**src/sfs_status_regs.vh**
```
/*
 * constants of the serial flash status register block: command codes,
 * bit positions of both status bytes and reset values.
 * assumes it is included by bare name from files under src/.
 */
`ifndef SFS_STATUS_REGS_VH
`define SFS_STATUS_REGS_VH

// command codes
`define SFS_OP_READ_STATUS 8'h05
`define SFS_OP_WRITE_STAT1 8'h01
`define SFS_OP_WRITE_STAT2 8'h31
`define SFS_OP_WRITE_EN 8'h06
`define SFS_OP_WRITE_DIS 8'h04
`define SFS_OP_SOFT_RESET 8'hf0

// status byte one fields
`define SFS_B1_LOCK 7
`define SFS_B1_RSVD 6
`define SFS_B1_ERR 5
`define SFS_B1_WPPIN 4
`define SFS_B1_SWP_HI 3
`define SFS_B1_SWP_LO 2
`define SFS_B1_WEL 1
`define SFS_B1_BUSY 0

// status byte two fields
`define SFS_B2_RESET_CMD_ENABLE 4
`define SFS_B2_SLE 3
`define SFS_B2_PSUSP 2
`define SFS_B2_ESUSP 1
`define SFS_B2_BUSY 0

// global protect code field within the byte one write
`define SFS_GP_HI 5
`define SFS_GP_LO 2

// reset values
`define SFS_RST_LOCK 1'b0
`define SFS_RST_WEL 1'b0
`define SFS_RST_RESET_CMD_ENABLE 1'b0
`define SFS_RST_SLE 1'b0
`define SFS_RST_ERR 1'b0

// pin synchroniser width and bit counter top
`define SFS_SYNC_W 4
`define SFS_BIT_LAST 3'h7

`endif

```
**src/sfs_pin_sync.v**
```verilog
/*
 * two-flop synchroniser for the four serial pins of the status block.
 * assumes all inputs are asynchronous to mclk; output is the second flop.
 */
`timescale 1ns/1ps
`default_nettype none
`include "sfs_status_regs.vh"

module sfs_pin_sync (
	// clock and reset
	input wire mclk,
	input wire srst,
	// raw pins in, resolved levels out
	input wire [`SFS_SYNC_W-1:0] pin_in,
	output wire [`SFS_SYNC_W-1:0] pin_out
);

	reg [`SFS_SYNC_W-1:0] meta_r;
	reg [`SFS_SYNC_W-1:0] stab_r;

	// first flop feeds only the second; idle pins read high after reset
	always @(posedge mclk) begin
		if (srst) begin
			meta_r <= {`SFS_SYNC_W{1'b1}};
			stab_r <= {`SFS_SYNC_W{1'b1}};
		end else begin
			meta_r <= pin_in;
			stab_r <= meta_r;
		end
	end

	assign pin_out = stab_r;

endmodule

`default_nettype wire

```
**src/sfs_status_core.v**
```verilog
/*
 * two-byte status register of a serial flash, with its serial command
 * front end (read status, write byte one, write byte two, write enable,
 * write disable, software reset). sclk, cs_n, si and wp_n are pins and are
 * sampled by mclk, which must run well above four times the sclk rate.
 * the array core supplies busy, suspend, protection summary and the
 * outcome of each erase or program, and obeys the lock and enables.
 */
// Summary of operation
// read-status opcode then status bits every clock
// bytes alternate one, two, one while selected
// content sampled live; busy at bit zero
// fast clocks: host reads four bytes minimum
// chip select high ends read, output floats
// byte one: lock, zero, error, pin, summary
// byte two: zeros, enables, suspends, busy
// byte one write changes only lock bit
// byte two write changes only bits four, three
// lock set blocks protect, unprotect, global
// lock clears at power-up, kept by reset
// pin asserted: lock may only be set
// failed byte in erase/program sets error
// aborted erase/program never sets error; op_done with op_failed in the same cycle still sets it
// error re-evaluated after every erase/program
// pin status bit mirrors write-protect level
// status readable any time, even busy
// write latch clears at reset, write-class end
// reset command ignored unless enabled
// msb first, changes on falling clock
`timescale 1ns/1ps
`default_nettype none
`include "sfs_status_regs.vh"

module sfs_status_core (
	// clock and power-up reset
	input wire mclk,
	input wire srst,
	// serial pins
	input wire sclk,
	input wire cs_n,
	input wire si,
	output reg so,
	output reg so_oe_n,
	// write-protect pin, active low
	input wire wp_n,
	// array core status inputs, mclk domain
	input wire busy_flag,
	input wire [1:0] soft_protect_summary,
	input wire program_suspended,
	input wire erase_suspended,
	input wire lockdown_frozen,
	input wire op_done,
	input wire op_failed,
	input wire op_aborted,
	input wire wel_clear,
	// controls to the array core
	output reg protection_lock,
	output reg write_enable_latch,
	output reg reset_cmd_enable,
	output reg lockdown_cmd_enable,
	output reg program_erase_error,
	output reg soft_reset,
	output reg global_req,
	output reg [3:0] global_code
);

	localparam [4:0] ST_OPC = 5'h01;
	localparam [4:0] ST_RDSR = 5'h02;
	localparam [4:0] ST_WR1 = 5'h04;
	localparam [4:0] ST_WR2 = 5'h08;
	localparam [4:0] ST_HOLD = 5'h10;

	wire [`SFS_SYNC_W-1:0] pins_s;
	wire sclk_s;
	wire cs_n_s;
	wire si_s;
	wire wp_n_s;
	reg sclk_d_r;
	reg cs_n_d_r;
	reg [4:0] state_r;
	reg [2:0] bit_cnt_r;
	reg [6:0] in_sh_r;
	reg [7:0] op_r;
	reg [7:0] data_r;
	reg got_byte_r;
	reg [2:0] out_cnt_r;
	reg [6:0] out_sh_r;
	reg byte_sel_r;
	wire sclk_rise;
	wire sclk_fall;
	wire cs_rise;
	wire cs_fall;
	wire [7:0] in_byte;
	wire [7:0] stat_one;
	wire [7:0] stat_two;
	wire [7:0] cur_byte;
	wire commit;

	// all four pins come from off-chip
	sfs_pin_sync u_sync (
		.mclk(mclk),
		.srst(srst),
		.pin_in({sclk, cs_n, si, wp_n}),
		.pin_out(pins_s)
	);

	assign sclk_s = pins_s[3];
	assign cs_n_s = pins_s[2];
	assign si_s = pins_s[1];
	assign wp_n_s = pins_s[0];

	// edge history of the resolved sclk and cs_n pins
	always @(posedge mclk) begin
		if (srst) begin
			sclk_d_r <= 1'b1;
			cs_n_d_r <= 1'b1;
		end else begin
			sclk_d_r <= sclk_s;
			cs_n_d_r <= cs_n_s;
		end
	end

	assign sclk_rise = sclk_s & ~sclk_d_r & ~cs_n_s;
	assign sclk_fall = ~sclk_s & sclk_d_r & ~cs_n_s;
	assign cs_rise = cs_n_s & ~cs_n_d_r;
	assign cs_fall = ~cs_n_s & cs_n_d_r;
	assign in_byte = {in_sh_r, si_s};

	// byte one layout
	// pin level mirrored
	assign stat_one = {protection_lock, 1'b0, program_erase_error, wp_n_s,
		soft_protect_summary, write_enable_latch, busy_flag};
	// byte two layout
	assign stat_two = {3'h0, reset_cmd_enable, lockdown_cmd_enable,
		program_suspended, erase_suspended, busy_flag};
	// alternate the two bytes
	assign cur_byte = byte_sel_r ? stat_two : stat_one;

	// a data write only counts on a whole byte and a byte boundary
	assign commit = cs_rise & got_byte_r & (bit_cnt_r == 3'h0);

	// input shifter and opcode decoding on rising sclk
	always @(posedge mclk) begin
		if (srst) begin
			state_r <= ST_OPC;
			bit_cnt_r <= 3'h0;
			in_sh_r <= 7'h00;
			op_r <= 8'h00;
			data_r <= 8'h00;
			got_byte_r <= 1'b0;
		end else if (cs_n_s | cs_fall) begin
			// deselect restarts decoding on the next frame
			state_r <= ST_OPC;
			bit_cnt_r <= 3'h0;
			got_byte_r <= 1'b0;
			if (cs_fall)
				op_r <= 8'h00;
		end else if (sclk_rise) begin
			in_sh_r <= in_byte[6:0];
			bit_cnt_r <= bit_cnt_r + 3'h1;
			if (bit_cnt_r == `SFS_BIT_LAST) begin
				case (state_r)
				ST_OPC: begin
					op_r <= in_byte;
					// opcode selects the status read
					// no busy gating on the read
					if (in_byte == `SFS_OP_READ_STATUS)
						state_r <= ST_RDSR;
					else if (in_byte == `SFS_OP_WRITE_STAT1)
						state_r <= ST_WR1;
					else if (in_byte == `SFS_OP_WRITE_STAT2)
						state_r <= ST_WR2;
					else
						state_r <= ST_HOLD;
				end
				ST_WR1, ST_WR2: begin
					// later bytes are ignored
					if (!got_byte_r)
						data_r <= in_byte;
					got_byte_r <= 1'b1;
				end
				ST_RDSR, ST_HOLD: begin
					state_r <= state_r;
				end
				default: begin
					state_r <= ST_OPC;
				end
				endcase
			end
		end
	end

	// status output shifter on falling sclk
	always @(posedge mclk) begin
		if (srst) begin
			so <= 1'b0;
			so_oe_n <= 1'b1;
			out_cnt_r <= 3'h0;
			out_sh_r <= 7'h00;
			byte_sel_r <= 1'b0;
		end else if (cs_n_s || state_r != ST_RDSR) begin
			// deselect floats the output at once
			so_oe_n <= 1'b1;
			out_cnt_r <= 3'h0;
			byte_sel_r <= 1'b0;
		end else if (sclk_fall) begin
			so_oe_n <= 1'b0;
			if (out_cnt_r == 3'h0) begin
				// fresh snapshot per byte
				// msb first on falling edge
				so <= cur_byte[7];
				out_sh_r <= cur_byte[6:0];
				byte_sel_r <= ~byte_sel_r;
			end else begin
				so <= out_sh_r[6];
				out_sh_r <= {out_sh_r[5:0], 1'b0};
			end
			out_cnt_r <= out_cnt_r + 3'h1;
		end
	end

	// command effects at deselect, plus array core feedback
	always @(posedge mclk) begin
		if (srst) begin
			// lock clear at power-up
			protection_lock <= `SFS_RST_LOCK;
			// latch clear at power-up
			write_enable_latch <= `SFS_RST_WEL;
			reset_cmd_enable <= `SFS_RST_RESET_CMD_ENABLE;
			lockdown_cmd_enable <= `SFS_RST_SLE;
			program_erase_error <= `SFS_RST_ERR;
			soft_reset <= 1'b0;
			global_req <= 1'b0;
			global_code <= 4'h0;
		end else begin
			soft_reset <= 1'b0;
			global_req <= 1'b0;
			// frozen lockdown holds the enable off while it is asserted
			if (lockdown_frozen)
				lockdown_cmd_enable <= 1'b0;
			// failure sets the flag
			// every completion re-evaluates
			if (op_done)
				program_erase_error <= op_failed;
			// abort clears it when op_done is not in the same cycle
			else if (op_aborted)
				program_erase_error <= 1'b0;
			// write-class command ended in the core
			if (wel_clear)
				write_enable_latch <= 1'b0;
			if (cs_rise) begin
				case (state_r)
				ST_WR1: begin
					// cleared whether done or aborted
					write_enable_latch <= 1'b0;
					// pin asserted refuses a clear
					// only the lock bit is written
					if (commit && write_enable_latch &&
						!(!wp_n_s && protection_lock && !data_r[`SFS_B1_LOCK])) begin
						protection_lock <= data_r[`SFS_B1_LOCK];
						// global change only from unlocked
						if (!protection_lock) begin
							global_req <= 1'b1;
							global_code <= data_r[`SFS_GP_HI:`SFS_GP_LO];
						end
					end
				end
				ST_WR2: begin
					write_enable_latch <= 1'b0;
					// only the two enables
					if (commit && write_enable_latch) begin
						reset_cmd_enable <= data_r[`SFS_B2_RESET_CMD_ENABLE];
						if (!lockdown_frozen)
							lockdown_cmd_enable <= data_r[`SFS_B2_SLE];
					end
				end
				ST_HOLD: begin
					if (bit_cnt_r == 3'h0) begin
						if (op_r == `SFS_OP_WRITE_EN)
							write_enable_latch <= 1'b1;
						else if (op_r == `SFS_OP_WRITE_DIS)
							write_enable_latch <= 1'b0;
						// reset only when enabled
						// lock and enables survive it
						else if (op_r == `SFS_OP_SOFT_RESET && reset_cmd_enable) begin
							soft_reset <= 1'b1;
							write_enable_latch <= 1'b0;
						end
					end
				end
				ST_OPC, ST_RDSR: begin
					soft_reset <= 1'b0;
				end
				default: begin
					soft_reset <= 1'b0;
				end
				endcase
			end
		end
	end

endmodule

`default_nettype wire

```
**config.mk**
```make
export PLATFORM = sky130hd
export DESIGN_NAME = sfs_status_core
export DESIGN_NICKNAME = d
export VERILOG_FILES = /design/src/sfs_pin_sync.v /design/src/sfs_status_core.v
export VERILOG_INCLUDE_DIRS = /design/src /design/src/src
export SDC_FILE = /design/constraint.sdc
export NUM_CORES = 1
export LEC_CHECK = 0
export BUFFER_PORTS_ARGS = -buffer_cell sky130_fd_sc_hd__clkbuf_2
export CORE_UTILIZATION = 42
export DETAILED_ROUTE_END_ITERATION = 12
export MAX_ROUTING_LAYER = met4
export PLACE_DENSITY_LB_ADDON = 0.25
export SYNTH_ARGS = -nofsm -noshare
export SYNTH_HDL_FRONTEND = slang
export SYNTH_SLANG_ARGS = --single-unit
```
**constraint.sdc**
```tcl
create_clock -name mclk -period 1.91 [get_ports mclk]
set_input_delay 0.0955 -clock mclk [delete_from_list [all_inputs] [get_ports mclk]]
set_output_delay 0.0955 -clock mclk [all_outputs]
set_load 0.05 [all_outputs]
```
==> results.txt, run 1 <==
- In this run the vertical extent of the chip is approximately 82 µm.
- Dominant combinational cell family by area after synthesis: simple AND/OR/NAND/NOR gates
- After synthesis, the share of cell area in mux cells is under 10%.
- Maximum count of clock buffers along a single path: 2
* Kind of capture point of the worst setup path: flip-flop
- The cell family contributing the most delay on the critical path is simple AND/OR/NAND/NOR gates.
- The first routing iteration left 112 violations.
- Number of enable-type register cells in the synthesized netlist: 0
* Leakage power: between 0.001 and 0.0015 µW
- For the worst setup path, the data arrival time is around 2.2 ns.
* Run status: complete, but fails checks
- The synthesized netlist devotes around 12% of its cell area to compound gates.
- In the post-synthesis netlist, the biggest area contributors are sky130_fd_sc_hd__dfxtp_1, sky130_fd_sc_hd__mux2i_1, sky130_fd_sc_hd__nor2_1.
- From synthesis to final layout, the design area changed by 26.7%.
- The final number of max-transition violations came to 0.
* Drt drc: 0
* Depth of the CTS H-tree: 3
* CTS root buf: sky130_fd_sc_hd__clkbuf_8
- The worst setup path is launched from a flip-flop.
- Clock tree from TritonCTS: built
- STA puts the critical path data required time at approximately 2.2 ns.
- VDD sags by at most approximately 0.72 mV.
* Setup TNS: -0.0391 ns
* Synthesized netlist net count: roughly 320
* Number of global-route vias before repair: just under 2000
* XOR/XNOR Fraction of Synth Area: around 2.3%
- In this run the tightest slew margin relative to its limit is a little over half.
- Kind of critical path: flip-flop to flip-flop
- Of the total synthesized cell area, the portion taken by AND, OR, NAND and NOR gates is around a quarter.
* Number of I/O port buffers: 28
- In this run, CTS created clock tree buffers numbering 9.
- Tightest hold margin: roughly 0.023 ns
* Critical path depth in cells: 8
* Placed Cells: ~400
- The first global-routing pass estimated 8960 µm of wire.
- After synthesis, the netlist uses 40 different library cells.
- The top cell type by area accounts for ~47% of the synthesized area.
- Across all setup checks in the final design, the least slack found is -0.0299 ns.
- After synthesis the cells add up to 2680 µm².
* Post-synthesis adder-cell area fraction: roughly 2.3%
- Power density over the cells: 786 nW/µm²
* Skew final: 0.00765 ns
- Maximum achievable frequency: 0.516 GHz
* Delay of the slowest critical-path stage: approximately 0.55 ns
* Gr ovfl total: 0
* Utilization of the core after routing: between 50% and 60%
* GRT Overall Usage: between 15 and 20%
- The final layout contains routed wiring with a total length of 5480 µm.
* Final-report setup violation count: 3
- FILL cells: 559
- The first detailed-routing pass took 4 iterations.
* Final hold violation count: 0
- Sequential cells were found to cover a little under half of the synthesized design area.
- At the later pin of the worst-skew pair, clock insertion delay measures 0.33 ns.
- In this run the worst path has a maximum fanout of 3.
- Clock tree synthesis found a total of between 60 and 70 sinks.
- Max-cap check violation count: 0
- After detailed routing, the average wire length per cell comes to between 10 and 15 µm.
- Mapped Avg Cell Area: about 9.0 µm²
- Via count: between 2000 and 2500
- The final layout contains 370 nets.
- The worst hold path passes through 2 cells.
* Post-layout instance count excluding filler cells: 429
- In the synthesized netlist, the number of instances is around 300.
* Count of warnings emitted by yosys: 0
- The number of buffers and inverters on the critical path is 2.
- Total core area: ~6000 µm²
* Critical path, cell by cell: inv_2 > ha_4 > nand2b_4 > or4_4 > buf_6 > nor3b_4 > nor2_2 > a2111oi_2
- In this run, synthesis produced a sequential element count of 63.
- Dpl hpwl: ~3800 µm
* Share of post-route cells with drive strength above 1: about 29%
* Most used DFF post-synth: sky130_fd_sc_hd__dfxtp_1
- Clock-pin slew reported for the worst setup and hold paths after clock tree synthesis: 0.07 ns
* Remaining antenna violation count: 0
- Post-layout minimum cycle time: 1.94 ns
* Final critical-path share of the clock period: 102%
* Die Outline Area: 6700 µm²
* Share of synthesized flip-flops with an asynchronous set or reset: 0%
- The initial antenna violation count was 0.
- For the pin with the worst max-slew slack, the measured transition is 0.682 ns.
- The initial utilization of the core area, before any placement, comes to approximately 44%.
- In the routed layout, each cell is associated on average with a via count of ~5.1.
- Class of the most critical hold timing path: input pin to flip-flop
* Largest net degree at the start of global routing: 27
- The largest total area in the synthesized netlist belongs to sky130_fd_sc_hd__dfxtp_1.
- Setup repair after global routing could not meet its margin everywhere.
- The checks that failed: setup timing.
- Routability-driven placement finished with a final weighted congestion of ~0.93.
- The floorplan has 28 rows.
- Count of antenna diodes in the layout: 0
- Die Span X: approximately 82 µm
- The slowest stage of the critical path is the sky130_fd_sc_hd__or4_4 cell.
* Length in cells of the worst reg-to-reg path: 8
* I/O pin count: 29
[logic make-up after synthesis]
group,count (synthesis)
AOI/OAI and AO/OA,47
xor gates and xnor gates,7
adders and majority gates,5
buffers and inverters,25
DFF,63
muxes,24
and+or+nand+nor,125
[cells in the final DEF (no fill, tap or decap), drive strengths merged, types with 2 or more instances in the layout]
| cell type | instances |
|---|---|
| or4 | 2 |
| mux2i | 24 |
| nor4 | 5 |
| xor2 | 3 |
| xnor2 | 4 |
| clkinv | 2 |
| buf | 25 |
| ha | 5 |
| a21oi | 16 |
| nand4 | 5 |
| dlygate4sd3 | 7 |
| a21bo | 3 |
| clkbuf | 39 |
| nor3 | 5 |
| inv | 7 |
| nor3b | 5 |
| o211ai | 2 |
| nor2 | 60 |
| o21ai | 6 |
| or2 | 11 |
| nor2b | 5 |
| a31oi | 4 |
| dfxtp | 63 |
| a211oi | 4 |
| a22oi | 8 |
| nand3 | 2 |
| bufinv | 2 |
| nand2b | 5 |
| nand2 | 12 |
| or3 | 4 |
[synth_stat cells (2+ instances only)]
library cell                n
sky130_fd_sc_hd__a21oi_1   16
sky130_fd_sc_hd__or3_1      3
sky130_fd_sc_hd__dfxtp_1   63
sky130_fd_sc_hd__a21bo_2    3
sky130_fd_sc_hd__nor3_1     5
sky130_fd_sc_hd__nor2_1    60
sky130_fd_sc_hd__or2_2     10
sky130_fd_sc_hd__inv_1      7
sky130_fd_sc_hd__nor3b_1    4
sky130_fd_sc_hd__o21ai_0    6
sky130_fd_sc_hd__a211oi_1   4
sky130_fd_sc_hd__a22oi_1    8
sky130_fd_sc_hd__nor2b_1    5
sky130_fd_sc_hd__nand3_1    2
sky130_fd_sc_hd__xnor2_1    4
sky130_fd_sc_hd__mux2i_1   24
sky130_fd_sc_hd__nand2b_1   5
sky130_fd_sc_hd__buf_6      2
sky130_fd_sc_hd__clkbuf_1  15
sky130_fd_sc_hd__nor4_1     5
sky130_fd_sc_hd__ha_1       5
sky130_fd_sc_hd__a31oi_1    4
sky130_fd_sc_hd__o211ai_1   2
sky130_fd_sc_hd__nand4_1    5
sky130_fd_sc_hd__xor2_1     3
sky130_fd_sc_hd__nand2_1   12
[worst paths after layout]
kind	start	to	slack [ns]
worst max-delay path	bit_cnt_r[1]$_SDFFE_PP0P_	lockdown_cmd_enable$_SDFF_PP0_	-0.03
worst min-delay path	srst	cs_n_d_r$_SDFF_PP1_	0.02
worst max register to register	bit_cnt_r[1]$_SDFFE_PP0P_	lockdown_cmd_enable$_SDFF_PP0_	-0.03
worst min register to register	u_sync.meta_r[3]$_SDFF_PP1_	u_sync.pin_out[3]$_SDFF_PP1_	0.41
[registers in the layout (all words and copies together) (netlist names), 3 cells and up]
register and cells:
out_cnt_r 3, bit_cnt_r 3, global_code 4, u_sync.pin_out 4, in_sh_r 7, state_r 5
data_r 5, out_sh_r 7, op_r 8, u_sync.meta_r 4
[where the power goes]
| part | switching [µW] | leakage, µW | internal, µW |
|---|---|---|---|
| sequential | 5.39 | 0.000511 | 1320 |
| clock | 490 | 0.000110 | 770 |
| combinational | 38.8 | 0.000783 | 37.7 |
| total | 534 | 0.00140 | 2130 |
[metrics by stage]
stage | power, µW | setup WS (ns) | area, µm²
after global routing | 2760 | -0.0892 | 3390
final | 2670 | -0.0299 | 3390
after CTS | 2710 | -0.0393 | 3320
after detailed placement | 1420 | -0.0581 | 3000
after floorplan | 1390 | -0.0801 | 2680
after global placement | 1420 | -0.0349 | 3000
[routing by layer]
| metal | part of all wire [%] | track usage (%) |
|---|---|---|
| met3 | 4.6 | 6.00 |
| met4 | 1.6 | 5.26 |
| met5 | 0 | - |
| met1 | 48 | 22.9 |
| met2 | 46 | 28.3 |
[final cells by class]
class	instances	area [µm²]	area share (%)
well taps	75	93.8	2.77
multi-input cells	208	1380	40.8
flip-flops and latches	63	1260	37.3
repair buffers	60	402	11.8
clock inverters	5	81.3	2.40
inverters	7	26.3	0.775
clock buffers	11	141	4.17
[repair_timing]
item / in CTS / in global routing
pin swaps: 0 / 6
setup buffers: 0 / 2
resized for setup: 5 / 14
hold buffers: 7 / 0
hold endpoints to repair: 6 / 0
setup endpoints to repair: 14 / 27
(Power assumes the default switching activity.)
==> run 2: changes to the inputs <==
--- a/config.mk
+++ b/config.mk
@@ -7,8 +7,10 @@
 export NUM_CORES = 1
 export LEC_CHECK = 0
 export BUFFER_PORTS_ARGS = -buffer_cell sky130_fd_sc_hd__clkbuf_2
+export CORE_ASPECT_RATIO = 1.25
 export CORE_UTILIZATION = 42
 export DETAILED_ROUTE_END_ITERATION = 12
+export GPL_TIMING_DRIVEN = 0
 export MAX_ROUTING_LAYER = met4
 export PLACE_DENSITY_LB_ADDON = 0.25
 export SYNTH_ARGS = -nofsm -noshare
==> run 2 against run 1 <==
  * The run still ends with setup timing left
  * Utilization decreased by 0.77 points
  * Via count grew 2.2%
  * Clock skew up 0.0010 ns
  * Power down 11%
  * Sequential power barely moved
  * Maximum frequency down 1.9%
  * First-iteration DRC count is 1.8% higher
  * Clock power down 23%
  * Sequential share of layout area grew 0.13 points
  * Critical path type unchanged
==> results.txt, run 2 (synthesis gave the netlist of run 1 again) <==
- Run status: complete, but fails checks
- The final reports fail on setup timing.
- Reg-to-reg critical path endpoint: reset_cmd_enable$_SDFFE_PP0P_
* Critical path startpoint category: flip-flop
* Total number of placement rows: 32
* I/O pin count: 29
* Hold Path Stages: 3
- The tightest min-delay check is of the input pin to flip-flop type.
* Biggest registers after layout: op_r (8), in_sh_r (7), out_sh_r (7)
- Drt via density: between 5 and 6
- After routing the design area is around 3400 µm².
- Required time of the critical path: roughly 2.1 ns
* Delay of the slowest critical-path stage: around 0.47 ns
- Net switching power of the design: 531 µW
* Power share of the combinational group: 3.2%
- Once routing completed, OpenROAD measured the worst setup slack at -0.0672 ns.
- Number of iterations in the first detailed-routing pass: 4
* Most flop-heavy register: op_r
- The analysis attributes to cell leakage a power of between 0.001 and 0.0015 µW.
- Once layout is complete, the cells apart from fillers number 440.
- The startpoint identified for the worst register-to-register timing path is state_r[0]$_SDFFE_PP1P_.
- Routability congestion estimate from global placement: slightly below 0.9
- Iter 0 DRT Violations: 114
- TritonCTS built the clock tree.
- In this run the most critical hold path is launched from op_done.
- GRT Overall Usage: approximately 20%
- Clock-pin slew reported for the worst setup and hold paths after clock tree synthesis: approximately 0.07 ns
- After detailed routing, the total wire length is 5960 µm.
* Count of antenna diodes in the layout: 0
- Tightest hold margin: between 0.015 and 0.02 ns
- Fraction of power spent switching nets: 22.3%
* Clock latency on the worst-skew pair: ~0.34 ns
* Post-layout minimum cycle time: just under 2 ns
* Depth of the CTS H-tree: 3
- Commonest non-fill, non-tap cells in the layout: sky130_fd_sc_hd__nor2_1, sky130_fd_sc_hd__dfxtp_1, sky130_fd_sc_hd__clkbuf_2
- Across the run, the number of max-cap violations was 0.
- The number of clock buffers added by TritonCTS is 9.
- The signal on the critical path passes through or3_4 > or4_4 > nor3b_4 > buf_4 > mux2i_1 > nor2_1.
- CTS root buf: sky130_fd_sc_hd__clkbuf_8
- Of the cells placed in the final design, the portion with a size suffix greater than 1 is a little under a third.
- The slowest stage of the critical path belongs to the cell sky130_fd_sc_hd__or4_4.
- For this run, design rule violations remaining after detail routing come to 0.
- Power spread over the standard cell area amounts to roughly 690 nW/µm².
- Placed cell areas: around 2900 µm²
- Initial Utilization: between 40% and 50%
- Unrepaired setup endpoints after global routing: yes
* Setup TNS: -0.410 ns
* Wire length per cell: around 14 µm
- Remaining antenna violation count: 0
- Max FFs per register: 8
- Number of global-route vias before repair: ~2200
* Number of I/O port buffers: 28
* End point of the most critical hold path: program_erase_error$_SDFFE_PP0P_
- For the pin with the worst max-slew slack, the measured transition is about 0.78 ns.
* Largest net degree at the start of global routing: 11
- For flop-to-flop paths, the worst setup slack is -0.07 ns.
* Kind of capture point of the worst setup path: flip-flop
* Worst vdd rail ir drop: roughly 0.30 mV
- Die height: a little over 90 µm
- Part of the power in registers: between 50% and 60%
* Wire length of the first global-routing pass: 9680 µm
* Critical path data arrival time: 2.19 ns
- Along the worst path, the maximum fanout reaches 6.
* Dpl hpwl: 3940 µm
* Most common cell after layout, fill and taps aside: sky130_fd_sc_hd__nor2_1
- Global routing finished with a remaining overflow of 0.
- The clock drives 63 sinks.
* Final hold violation count: 0
* Maximum achievable frequency: slightly above 0.5 GHz
- Die Span X: approximately 73 µm
- Clk network pwr share: slightly above 40%
- Via count: between 2000 and 2500
* Layout Area Growth over Synthesis: 27.9%
- Die Outline Area: ~6700 µm²
- The initial antenna violation count was 0.
* Total core area: 6170 µm²
- The clock passes through at most 2 buffers.
- Final critical-path share of the clock period: 104%
* Skew final: a little under 0.009 ns
* Placed Cells: just over 400
* Length in cells of the worst reg-to-reg path: 6
* Internal power contribution: around 1800 µW
* Final-report setup violation count: 8
- Kind of critical path: flip-flop to flip-flop
- Relative slew margins: roughly 48%
* Final layout net count: around 370
- Final Max Slew Viols: 0
[run 2: cell count changes in the layout (fill, tap and decap cells not counted), moves of 5 or more]
| cell | delta |
|---|---|
| sky130_fd_sc_hd__a22oi_1 | -5 |
| sky130_fd_sc_hd__clkbuf_1 | +10 |
| sky130_fd_sc_hd__buf_4 | -11 |
| sky130_fd_sc_hd__dfxtp_1 | -5 |
| sky130_fd_sc_hd__a22oi_2 | +5 |
[run 2: final cells by class]
| cell class | count | area (µm²) |
|---|---|---|
| Clock buffer | 11 | 141 |
| Tap cell | 85 | 106 |
| Fill cell | 603 | 2740 |
| Inverter | 7 | 26.3 |
| Buffer | 14 | 66.3 |
| Clock inverter | 4 | 22.5 |
| Multi-Input combinational cell | 208 | 1480 |
| Timing Repair Buffer | 48 | 303 |
| Sequential cell | 63 | 1280 |
[run 2: worst max-delay path: cells and delay by family, from the launching register on]
kind / cells / cell delay, ns
flops: 1 / 0.37
simple gates: 4 / 1.17
buf+inv: 1 / 0.16
mux: 1 / 0.17
[run 2: worst max path at each step]
stage,depth (start not counted),endpoint,startpoint,slack (ns)
2_1_floorplan,7,global_code[0]$_SDFFE_PP0P_,state_r[4]$_SDFFE_PP0P_,-0.08
3_3_place_gp,5,so$_SDFFE_PP0P_,u_sync.pin_out[2]$_SDFF_PP1_,-0.38
3_5_place_dp,5,out_sh_r[2]$_SDFFE_PP0P_,u_sync.pin_out[2]$_SDFF_PP1_,-0.41
4_1_cts,8,state_r[4]$_SDFFE_PP0P_,bit_cnt_r[0]$_SDFFE_PP0P_,-0.15
5_1_grt,6,reset_cmd_enable$_SDFFE_PP0P_,state_r[4]$_SDFFE_PP0P_,-0.14
6_report,6,reset_cmd_enable$_SDFFE_PP0P_,state_r[0]$_SDFFE_PP1P_,-0.07
[run 2: per-stage QoR]
stage	total power (µW)	setup WS, ns	util, %
4_1_cts	2410	-0.150	52.8
6_report	2370	-0.0672	55.5
5_1_grt	2480	-0.139	55.5
2_1_floorplan	1390	-0.0801	-
3_3_place_gp	1420	-0.375	47.5
3_5_place_dp	1420	-0.412	47.5
[run 2: layer usage]
layer	global-route usage, %	up-vias	routed length (µm)
met1	22.3	1062	2600
met3	4.00	13	164
met4	10.3	0	140
met5	-	-	0
met2	32.3	46	3060
li1	-	1127	-
[run 2: power groups by stage]
stage	clock, µW	sequential [µW]	combinational (µW)
detailed placement	0	1360	63.0
finish	973	1330	75.1
global placement	0	1360	62.6
global route	1070	1330	83.0
floorplan	0	1360	30.7
CTS	1000	1330	73.6
[run 2: timing repair]
action | 4_1_cts | 5_1_grt
setup buffers | 6 | 8
endpoints found under the setup margin | 31 | 39
pin swaps | 6 | 12
gates resized for setup | 19 | 33
hold buffers | 6 | 0
hold endpoints to repair | 6 | 0
